===== src/rtl/scmd_pkg.sv =====
/*
 Constants for the single-command record intake: record layout, interrupt
 field layout, status flag positions and the host-side register map.
 Assumes the record is 13 words of 32 bits in host memory, word addressed.
*/
package scmd_pkg;
	// --------------------------------------------------------------
	// Record layout, word indices
	// --------------------------------------------------------------
	localparam int SCMD_WORDS = 13;
	localparam int SCMD_PARAM_WORDS = 7;
	localparam logic [3:0] W_PARAM0 = 4'h0;
	localparam logic [3:0] W_RSVD = 4'h7;
	localparam logic [3:0] W_INTR = 4'h8;
	localparam logic [3:0] W_ST_ID = 4'h9;
	localparam logic [3:0] W_ST_FLAGS = 4'hA;
	localparam logic [3:0] W_ST_INFO0 = 4'hB;
	localparam logic [3:0] W_ST_INFO1 = 4'hC;
	// --------------------------------------------------------------
	// Interrupt field and status flags
	// --------------------------------------------------------------
	localparam int INT_ZERO_LSB = 11;
	localparam int INT_LVL_LSB = 8;
	localparam logic [2:0] INT_LVL_OFF = 3'h0;
	localparam int FLG_BYTE_LSB = 8;
	localparam int FLG_CC = 7;
	localparam int FLG_ERR = 6;
	localparam int FLG_RTY = 5;
	localparam logic [7:0] ERR_RSVD_NONZERO = 8'h01;
	localparam logic RDY_TGL_RST = 1'b0;
	// --------------------------------------------------------------
	// Host-side Wishbone register map, byte addresses
	// --------------------------------------------------------------
	localparam logic [7:0] HR_REC_LAST = 8'h30;
	localparam logic [7:0] HR_CTRL = 8'h40;
	localparam logic [7:0] HR_STAT = 8'h44;
	localparam logic [7:0] HR_VEC = 8'h48;
	localparam int HR_CTRL_ISSUE = 0;
endpackage


===== src/rtl/scmd_if.sv =====
/*
 Link between the host end and the device end of the single-command intake.
 Assumes both ends run on the same clock; no clocking block.
*/
`timescale 1ns/100ps
interface scmd_if;
	// Record issue and readiness
	logic issue;
	logic ready_toggle;
	// Record memory port, served by the host end
	logic mem_req;
	logic mem_we;
	logic [3:0] mem_addr;
	logic [31:0] mem_wdata;
	logic [31:0] mem_rdata;
	logic mem_ack;
	// Interrupt request and acknowledge
	logic [2:0] irq_level;
	logic iack;
	logic [2:0] iack_level;
	logic [7:0] iack_vector;
	logic iack_valid;

	modport dev_mp (
		input issue, mem_rdata, mem_ack, iack, iack_level,
		output ready_toggle, mem_req, mem_we, mem_addr, mem_wdata,
		output irq_level, iack_vector, iack_valid
	);
	modport host_mp (
		output issue, mem_rdata, mem_ack, iack, iack_level,
		input ready_toggle, mem_req, mem_we, mem_addr, mem_wdata,
		input irq_level, iack_vector, iack_valid
	);
endinterface


===== src/rtl/scmd_dev.sv =====
/*
 Device end: fetches the single-command record, checks reserved fields,
 hands the parameters to the executor, writes back the final status block
 and raises the completion interrupt.
 Assumes the host end serves the record memory and runs the acknowledge.
*/
`timescale 1ns/100ps
module scmd_dev
	import scmd_pkg::*;
(
	// Clock, reset, enable
	input wire logic clk_i,
	input wire logic rst_i,
	input wire logic ce_i,
	// Link to host end
	scmd_if.dev_mp lnk,
	// Executor request
	output logic exec_valid_o,
	output logic [SCMD_PARAM_WORDS*32-1:0] exec_param_o,
	// Executor result
	input wire logic exec_done_i,
	input wire logic exec_error_i,
	input wire logic [7:0] exec_errcode_i,
	input wire logic exec_recovered_i,
	input wire logic [7:0] exec_retries_i,
	input wire logic [3:0] exec_sense_blocks_i,
	input wire logic [63:0] exec_info_i,
	// Status
	output logic busy_o,
	output logic [15:0] status_blocks_o
);
	// --------------------------------------------------------------
	// State
	// --------------------------------------------------------------
	typedef enum logic [2:0] {
		ST_IDLE, ST_FETCH, ST_CHECK, ST_EXEC, ST_STATUS, ST_IRQ, ST_IACK, ST_DONE
	} scmd_st_e;

	typedef struct packed {
		scmd_st_e st;
		logic [SCMD_PARAM_WORDS-1:0][31:0] param;
		logic [31:0] rsvd;
		logic [15:0] intw;
		logic [31:0] rsvd_hi;
		logic [7:0] flags;
		logic [7:0] errcode;
		logic [63:0] info;
		logic [15:0] blocks;
		logic ready_toggle;
		logic [2:0] irq_level;
		logic [7:0] vector;
		logic vec_valid;
		logic exec_valid;
		logic mem_req;
		logic mem_we;
		logic [3:0] mem_addr;
		logic [31:0] mem_wdata;
	} scmd_dev_s;

	scmd_dev_s s;
	scmd_dev_s next_s;

	// --------------------------------------------------------------
	// Helpers
	// --------------------------------------------------------------
	// Status blocks a command produces, from retries and sense size
	function automatic logic [15:0] block_count(input logic recovered,
			input logic [7:0] tries, input logic [3:0] sense);
		logic [15:0] base;
		base = 16'({8'h00, tries} + 16'h0001) * 16'({12'h000, sense});
		if (recovered) begin
			block_count = base + 16'h0001;
		end else begin
			block_count = base;
		end
	endfunction

	// Status write order: identifier, info words, flags last
	function automatic logic [3:0] next_stat_word(input logic [3:0] w);
		case (w)
			W_ST_ID: next_stat_word = W_ST_INFO0;
			W_ST_INFO0: next_stat_word = W_ST_INFO1;
			default: next_stat_word = W_ST_FLAGS;
		endcase
	endfunction

	// Data written to a status word
	function automatic logic [31:0] stat_data(input logic [3:0] w, input scmd_dev_s c);
		case (w)
			W_ST_ID: stat_data = c.param[0];
			W_ST_INFO0: stat_data = c.info[31:0];
			W_ST_INFO1: stat_data = c.info[63:32];
			default: stat_data = {16'h0000, c.flags, c.errcode};
		endcase
	endfunction

	// --------------------------------------------------------------
	// Next-state logic
	// --------------------------------------------------------------
	always_comb begin
		next_s = s;
		next_s.vec_valid = 1'b0;
		case (s.st)
			ST_IDLE: begin
				// Only the record path exists, so the first command after reset uses it
				if (lnk.issue) begin
					next_s.st = ST_FETCH;
					next_s.mem_req = 1'b1;
					next_s.mem_we = 1'b0;
					next_s.mem_addr = W_PARAM0;
				end
			end
			ST_FETCH: begin
				if (lnk.mem_ack) begin
					if (s.mem_addr < W_RSVD) begin
						next_s.param[s.mem_addr[2:0]] = lnk.mem_rdata;
					end
					if (s.mem_addr == W_RSVD) begin
						next_s.rsvd = lnk.mem_rdata;
					end
					if (s.mem_addr == W_INTR) begin
						next_s.intw = lnk.mem_rdata[15:0];
						next_s.rsvd_hi = {16'h0000, lnk.mem_rdata[31:16]};
						next_s.mem_req = 1'b0;
						next_s.st = ST_CHECK;
					end else begin
						next_s.mem_addr = s.mem_addr + 4'h1;
					end
				end
			end
			ST_CHECK: begin
				next_s.flags = 8'h00;
				next_s.errcode = 8'h00;
				next_s.info = 64'h0000_0000_0000_0000;
				next_s.blocks = 16'h0000;
				// Reserved words and the top five interrupt bits must be zero
				if ((s.rsvd != 32'h0000_0000) || (s.rsvd_hi != 32'h0000_0000) ||
						(s.intw[15:INT_ZERO_LSB] != 5'h00)) begin
					next_s.flags[FLG_ERR] = 1'b1;
					next_s.errcode = ERR_RSVD_NONZERO;
					next_s.blocks = 16'h0001;
					next_s.st = ST_STATUS;
					next_s.mem_req = 1'b1;
					next_s.mem_we = 1'b1;
					next_s.mem_addr = W_ST_ID;
				end else begin
					next_s.exec_valid = 1'b1;
					next_s.st = ST_EXEC;
				end
			end
			ST_EXEC: begin
				if (exec_done_i) begin
					next_s.exec_valid = 1'b0;
					next_s.flags[FLG_ERR] = exec_error_i;
					next_s.flags[FLG_RTY] = exec_retries_i != 8'h00;
					next_s.errcode = exec_errcode_i;
					next_s.info = exec_info_i;
					next_s.blocks = block_count(exec_recovered_i, exec_retries_i,
						exec_sense_blocks_i);
					// Earlier blocks are dropped; only the final one goes to memory
					next_s.st = ST_STATUS;
					next_s.mem_req = 1'b1;
					next_s.mem_we = 1'b1;
					next_s.mem_addr = W_ST_ID;
				end
			end
			ST_STATUS: begin
				if (lnk.mem_ack) begin
					if (s.mem_addr == W_ST_FLAGS) begin
						next_s.mem_req = 1'b0;
						next_s.mem_we = 1'b0;
						next_s.st = ST_IRQ;
					end else begin
						next_s.mem_addr = next_stat_word(s.mem_addr);
						if (next_stat_word(s.mem_addr) == W_ST_FLAGS) begin
							next_s.flags[FLG_CC] = 1'b1;
						end
					end
				end
			end
			ST_IRQ: begin
				// Level zero means no interrupt at all
				if (s.intw[INT_LVL_LSB+2:INT_LVL_LSB] == INT_LVL_OFF) begin
					next_s.st = ST_DONE;
				end else begin
					next_s.irq_level = s.intw[INT_LVL_LSB+2:INT_LVL_LSB];
					next_s.st = ST_IACK;
				end
			end
			ST_IACK: begin
				// Answer only an acknowledge for our own level
				if (lnk.iack && (lnk.iack_level == s.irq_level)) begin
					next_s.vector = s.intw[7:0];
					next_s.vec_valid = 1'b1;
					next_s.irq_level = INT_LVL_OFF;
					next_s.st = ST_DONE;
				end
			end
			ST_DONE: begin
				next_s.ready_toggle = ~s.ready_toggle;
				next_s.st = ST_IDLE;
			end
			default: begin
				next_s.st = ST_IDLE;
			end
		endcase
		// Write data tracks the word being written
		next_s.mem_wdata = stat_data(next_s.mem_addr, next_s);
	end

	// --------------------------------------------------------------
	// State register
	// --------------------------------------------------------------
	always_ff @(posedge clk_i) begin
		if (rst_i) begin
			s <= '0;
			s.st <= ST_IDLE;
			s.ready_toggle <= RDY_TGL_RST;
		end else if (ce_i) begin
			s <= next_s;
		end
	end

	// --------------------------------------------------------------
	// Outputs
	// --------------------------------------------------------------
	assign lnk.ready_toggle = s.ready_toggle;
	assign lnk.mem_req = s.mem_req;
	assign lnk.mem_we = s.mem_we;
	assign lnk.mem_addr = s.mem_addr;
	assign lnk.mem_wdata = s.mem_wdata;
	assign lnk.irq_level = s.irq_level;
	assign lnk.iack_vector = s.vector;
	assign lnk.iack_valid = s.vec_valid;
	assign exec_valid_o = s.exec_valid;
	assign exec_param_o = s.param;
	assign busy_o = s.st != ST_IDLE;
	assign status_blocks_o = s.blocks;
endmodule


===== src/flat_wrapper.sv =====
// flat-port wrapper written by rule: the top's interface ports become plain ports
module scmd_dev_flat import scmd_pkg::*;
  (clk_i, rst_i, ce_i, exec_valid_o, exec_param_o, exec_done_i, exec_error_i, exec_errcode_i, exec_recovered_i, exec_retries_i, exec_sense_blocks_i, exec_info_i, busy_o, status_blocks_o, lnk_issue, lnk_mem_rdata, lnk_mem_ack, lnk_iack, lnk_iack_level, lnk_ready_toggle, lnk_mem_req, lnk_mem_we, lnk_mem_addr, lnk_mem_wdata, lnk_irq_level, lnk_iack_vector, lnk_iack_valid);
  scmd_if lnk_i ();
  input wire logic clk_i;
  input wire logic rst_i;
  input wire logic ce_i;
  output logic exec_valid_o;
  output logic [SCMD_PARAM_WORDS*32-1:0] exec_param_o;
  input wire logic exec_done_i;
  input wire logic exec_error_i;
  input wire logic [7:0] exec_errcode_i;
  input wire logic exec_recovered_i;
  input wire logic [7:0] exec_retries_i;
  input wire logic [3:0] exec_sense_blocks_i;
  input wire logic [63:0] exec_info_i;
  output logic busy_o;
  output logic [15:0] status_blocks_o;
  input wire logic [$bits(lnk_i.issue)-1:0] lnk_issue;
  input wire logic [$bits(lnk_i.mem_rdata)-1:0] lnk_mem_rdata;
  input wire logic [$bits(lnk_i.mem_ack)-1:0] lnk_mem_ack;
  input wire logic [$bits(lnk_i.iack)-1:0] lnk_iack;
  input wire logic [$bits(lnk_i.iack_level)-1:0] lnk_iack_level;
  output wire logic [$bits(lnk_i.ready_toggle)-1:0] lnk_ready_toggle;
  output wire logic [$bits(lnk_i.mem_req)-1:0] lnk_mem_req;
  output wire logic [$bits(lnk_i.mem_we)-1:0] lnk_mem_we;
  output wire logic [$bits(lnk_i.mem_addr)-1:0] lnk_mem_addr;
  output wire logic [$bits(lnk_i.mem_wdata)-1:0] lnk_mem_wdata;
  output wire logic [$bits(lnk_i.irq_level)-1:0] lnk_irq_level;
  output wire logic [$bits(lnk_i.iack_vector)-1:0] lnk_iack_vector;
  output wire logic [$bits(lnk_i.iack_valid)-1:0] lnk_iack_valid;
  assign lnk_i.issue = lnk_issue;
  assign lnk_i.mem_rdata = lnk_mem_rdata;
  assign lnk_i.mem_ack = lnk_mem_ack;
  assign lnk_i.iack = lnk_iack;
  assign lnk_i.iack_level = lnk_iack_level;
  assign lnk_ready_toggle = lnk_i.ready_toggle;
  assign lnk_mem_req = lnk_i.mem_req;
  assign lnk_mem_we = lnk_i.mem_we;
  assign lnk_mem_addr = lnk_i.mem_addr;
  assign lnk_mem_wdata = lnk_i.mem_wdata;
  assign lnk_irq_level = lnk_i.irq_level;
  assign lnk_iack_vector = lnk_i.iack_vector;
  assign lnk_iack_valid = lnk_i.iack_valid;
  scmd_dev u_core (.clk_i(clk_i), .rst_i(rst_i), .ce_i(ce_i), .lnk(lnk_i), .exec_valid_o(exec_valid_o), .exec_param_o(exec_param_o), .exec_done_i(exec_done_i), .exec_error_i(exec_error_i), .exec_errcode_i(exec_errcode_i), .exec_recovered_i(exec_recovered_i), .exec_retries_i(exec_retries_i), .exec_sense_blocks_i(exec_sense_blocks_i), .exec_info_i(exec_info_i), .busy_o(busy_o), .status_blocks_o(status_blocks_o));
endmodule

===== config.mk =====
export PLATFORM = sky130hd
export DESIGN_NAME = scmd_dev_flat
export DESIGN_NICKNAME = d
export VERILOG_FILES = /design/src/rtl/scmd_pkg.sv /design/src/rtl/scmd_if.sv /design/src/rtl/scmd_dev.sv /design/src/flat_wrapper.sv
export SDC_FILE = /design/constraint.sdc
export NUM_CORES = 1
export LEC_CHECK = 0
export BUFFER_PORTS_ARGS = -buffer_cell sky130_fd_sc_hd__buf_2
export CORE_MARGIN = 10
export CORE_UTILIZATION = 40
export CTS_CLUSTER_DIAMETER = 100
export CTS_CLUSTER_SIZE = 14
export DETAILED_ROUTE_END_ITERATION = 8
export PLACE_DENSITY = 0.58
export REMOVE_ABC_BUFFERS = 1
export SLEW_MARGIN = 25
export SYNTH_ARGS = -nofsm -noshare
export SYNTH_HDL_FRONTEND = slang
export SYNTH_SLANG_ARGS = --single-unit

===== constraint.sdc =====
create_clock -name clk_i -period 6.9 [get_ports clk_i]
set_input_delay 1.38 -clock clk_i [delete_from_list [all_inputs] [get_ports clk_i]]
set_output_delay 1.38 -clock clk_i [all_outputs]
set_load 0.01 [all_outputs]

==> results_dict.tcl <==
set metrics [dict create \
    outcome "finished, final reports clean" \
    rsz0062_at_grt "no" \
    yosys_warnings 0 \
    totalWireLength_um 70600 \
    synth-main-ff-cell "dfxtp_1" \
    nets 2835 \
    crit_path_start_kind "input pin" \
    fin_area_mm2 0.0230 \
    cp-end-kind "register" \
    tightest_slew_ns 1.03 \
    finalNonFillerCells 3370 \
    die_y_um 253 \
    cts_buffers 37 \
    seqCellArea_mm2 0.00877 \
    antenna_found_initial 5 \
    rows 85 \
    syn_avg_cell_area_um2 8.08 \
    synth_edf_count 0 \
    num_vias 18500 \
    dp_cells 3326 \
    ys_seq_area_share_pct 40.4 \
    port_buffers 419 \
    viasPerCell 5.48 \
    cts_setup_buffers 0 \
    syn_to_final_growth_pct 6.04 \
    cts_tree "built" \
    chipWidth_um 253 \
    htreeDepth 2 \
    dpl-instance-area_mm2 0.0220 \
    drt-wirelength-per-cell_um 21.0 \
    hp-class "register to register" \
    finalSetupViolations 0 \
    cts_hold_buffers 0 \
    hold_depth 2 \
    hold_viol_final 0 \
    post_synth_instance_area_mm2 0.0217 \
    cts-resized-gates 0 \
    clk_latency_ns 0.57 \
    drt_iter0_drc 1228 \
    skew_ns 0.0135 \
    fmax_ghz 0.186 \
    grt_start_max_net_pins 139 \
    pin_count 421 \
    report.power.total_w 0.00508 \
    dp_hpwl_um 48500 \
    globalRouteTotalUtil_pct 21.0 \
    yosysUniqueCellTypes 85 \
    finalCritPeriodShare_pct 78.0 \
    cp.arrival_ns 5.88 \
    clk_path_buf_depth 3 \
    fill_cells 5402 \
    die_area_mm2 0.0640 \
    initial_core_util_pct 40.3 \
    async_reset_ff_share_pct 0 \
    cap_violations 0 \
    grt-ovfl-total 0 \
    multi_input_area_mm2 0.00985 \
    place.gp.congestion 0.851 \
    relSlewSlack_pct 31.6 \
    grt_pass1_vias 17700 \
    crit_required_ns 7.40 \
    p_leak_nw 9.24 \
    core-area_mm2 0.0538 \
    crit_type "input pin to register" \
    final_layout_size_suffix_gt1_share_pct 21.7 \
    numClockSinks 438 \
    fin_crit_ns 5.38 \
    holdWs_ns 0.451 \
    crit_fanout 7 \
    ir_drop_uv 153 \
    rr_worst_depth 11 \
    cts.reportedPaths.clkPinSlew_ns 0.07 \
    synthCells 2686 \
    setup_tns_ns 0 \
    remaining_drc_errors 0 \
    maxSlewViolCount 0 \
    p_per_area_mw_per_mm2 221 \
    cts-root-buf "clkbuf_16" \
    synth-seq-cells 438 \
    drtAntennaViolNets 0 \
    grt_first_pass_wirelength_um 106000 \
    dr.pass1.iters 6 \
]
placed cells by master, fill, tap and decap left out, drive strengths merged, types with 5 or more instances in the layout:
cell type,instances
o221ai,5
o21a,6
and3,10
nor2,171
or3,5
a22oi,39
and4,5
o211ai,8
mux2i,39
a22o,27
a211o,7
xor2,5
a211oi,24
dfxtp,438
clkbuf,37
o21ai,20
or2,5
fa,14
nand3,23
nor3,40
ha,24
nand4,14
a32oi,60
and2,21
nor4,21
nand2,628
inv,34
xnor2,16
a221oi,57
buf,452
nor2b,15
nor3b,5
a21oi,335
cells in the mapped netlist (all sizes together), types with 5 or more instances:
| master | count | area share (%) |
|---|---|---|
| nand3 | 23 | 0.53 |
| and3 | 10 | 0.29 |
| a211oi | 24 | 0.92 |
| a21oi | 335 | 7.7 |
| nand2 | 628 | 11 |
| inv | 30 | 0.52 |
| o21ai | 20 | 0.48 |
| a221oi | 57 | 3.3 |
| a22o | 27 | 1.1 |
| dfxtp | 438 | 40 |
| xnor2 | 16 | 0.65 |
| ha | 24 | 1.4 |
| nor2b | 15 | 0.43 |
| nand4 | 14 | 0.56 |
| o221ai | 5 | 0.20 |
| o21a | 6 | 0.21 |
| nor3 | 40 | 1.0 |
| mux2i | 39 | 1.8 |
| or3 | 5 | 0.14 |
| and4 | 5 | 0.21 |
| nor3b | 5 | 0.22 |
| clkbuf | 197 | 3.4 |
| a211o | 7 | 0.28 |
| fa | 14 | 1.3 |
| buf | 311 | 11 |
| and2 | 21 | 0.61 |
| a32oi | 60 | 2.4 |
| xor2 | 5 | 0.20 |
| nor2 | 171 | 3.0 |
| or2 | 5 | 0.14 |
| a22oi | 39 | 1.3 |
| o211ai | 8 | 0.30 |
| nor4 | 21 | 0.92 |
metal layers:
metal  global-route usage (%)  share of wire (%)  vias to the layer above
met3                     4.69                7.3                       98
li1                         -                  -                     8827
met4                     6.59                2.7                        6
met2                     33.9                 46                      626
met1                     27.3                 44                     8912
met5                        0              0.057                        -
power by group:
group / internal, W / switching [W]
logic: 0.000190 / 0.000358
registers: 0.00255 / 0.0000226
clock network: 0.00100 / 0.000962
final cells by class:
cell class              count  share of cell area, %
multi-input cells        1708                   42.8
flip-flops and latches    438                   38.1
repair buffers            452                   10.4
clock buffers              37                   4.02
well taps                 696                   3.78
inverters                  32                  0.522
clock inverters             5                  0.332
diodes                      2                 0.0217
metrics by stage:
| stage | util (%) | worst slack [ns] |
|---|---|---|
| after floorplan | - | 0.318 |
| after global placement | 40.9 | 1.17 |
| after detailed placement | 40.9 | 0.948 |
| after CTS | 42.8 | 1.55 |
| after global routing | 42.8 | 1.32 |
| final | 42.8 | 1.52 |
registers in the layout, summed over array words and instances, names as in the netlist:
register,count
u_core.exec_param_o,224
u_core.exec_valid_o,1
u_core.lnk.iack_valid,1
u_core.lnk.iack_vector,8
u_core.lnk.irq_level,3
u_core.lnk.mem_addr,4
u_core.lnk.mem_req,1
u_core.lnk.mem_wdata,32
u_core.lnk.mem_we,1
u_core.lnk.ready_toggle,1
u_core.s,147
u_core.status_blocks_o,15
cells by family (layout without fill, tap and decap cells):
| group | Yosys count | in the layout | synth area share, % |
|---|---|---|---|
| XOR/XNOR | 21 | 21 | 0.847 |
| other | 1 | 3 | 0.0173 |
| adder cells (fa/ha/maj) | 38 | 38 | 2.67 |
| AND/OR/NAND/NOR | 982 | 982 | 19.8 |
| AO/OA/AOI/OAI | 623 | 623 | 19.7 |
| multiplexers | 43 | 43 | 2.01 |
| buffers and inverters | 540 | 526 | 14.6 |
| flip-flops | 438 | 438 | 40.4 |
critical path: stages:
cell	delay, ns
buf_2	0.14
ha_1	0.22
xor2_1	0.29
nand2_1	0.12
fa_1	0.47
fa_1	0.61
inv_1	0.06
ha_1	0.31
a211oi_1	0.24
nor2_1	0.11
o31ai_1	0.34
a21oi_1	0.20
o311ai_0	0.73
nand2_1	0.15
or4_1	0.43
nand3_1	0.09
worst paths after layout:
kind / from / slack, ns / endpoint
worst min register to register: u_core.exec_param_o[160] / 0.45 / u_core.exec_param_o[160]
worst max-delay path: exec_retries_i[0] / 1.52 / u_core.status_blocks_o[12]
worst max register to register: u_core.lnk.mem_addr[1] / 2.50 / u_core.lnk.mem_wdata[10]
worst min-delay path: u_core.exec_param_o[160] / 0.45 / u_core.exec_param_o[160]
No activity file was read; power rests on OpenSTA's default activity.
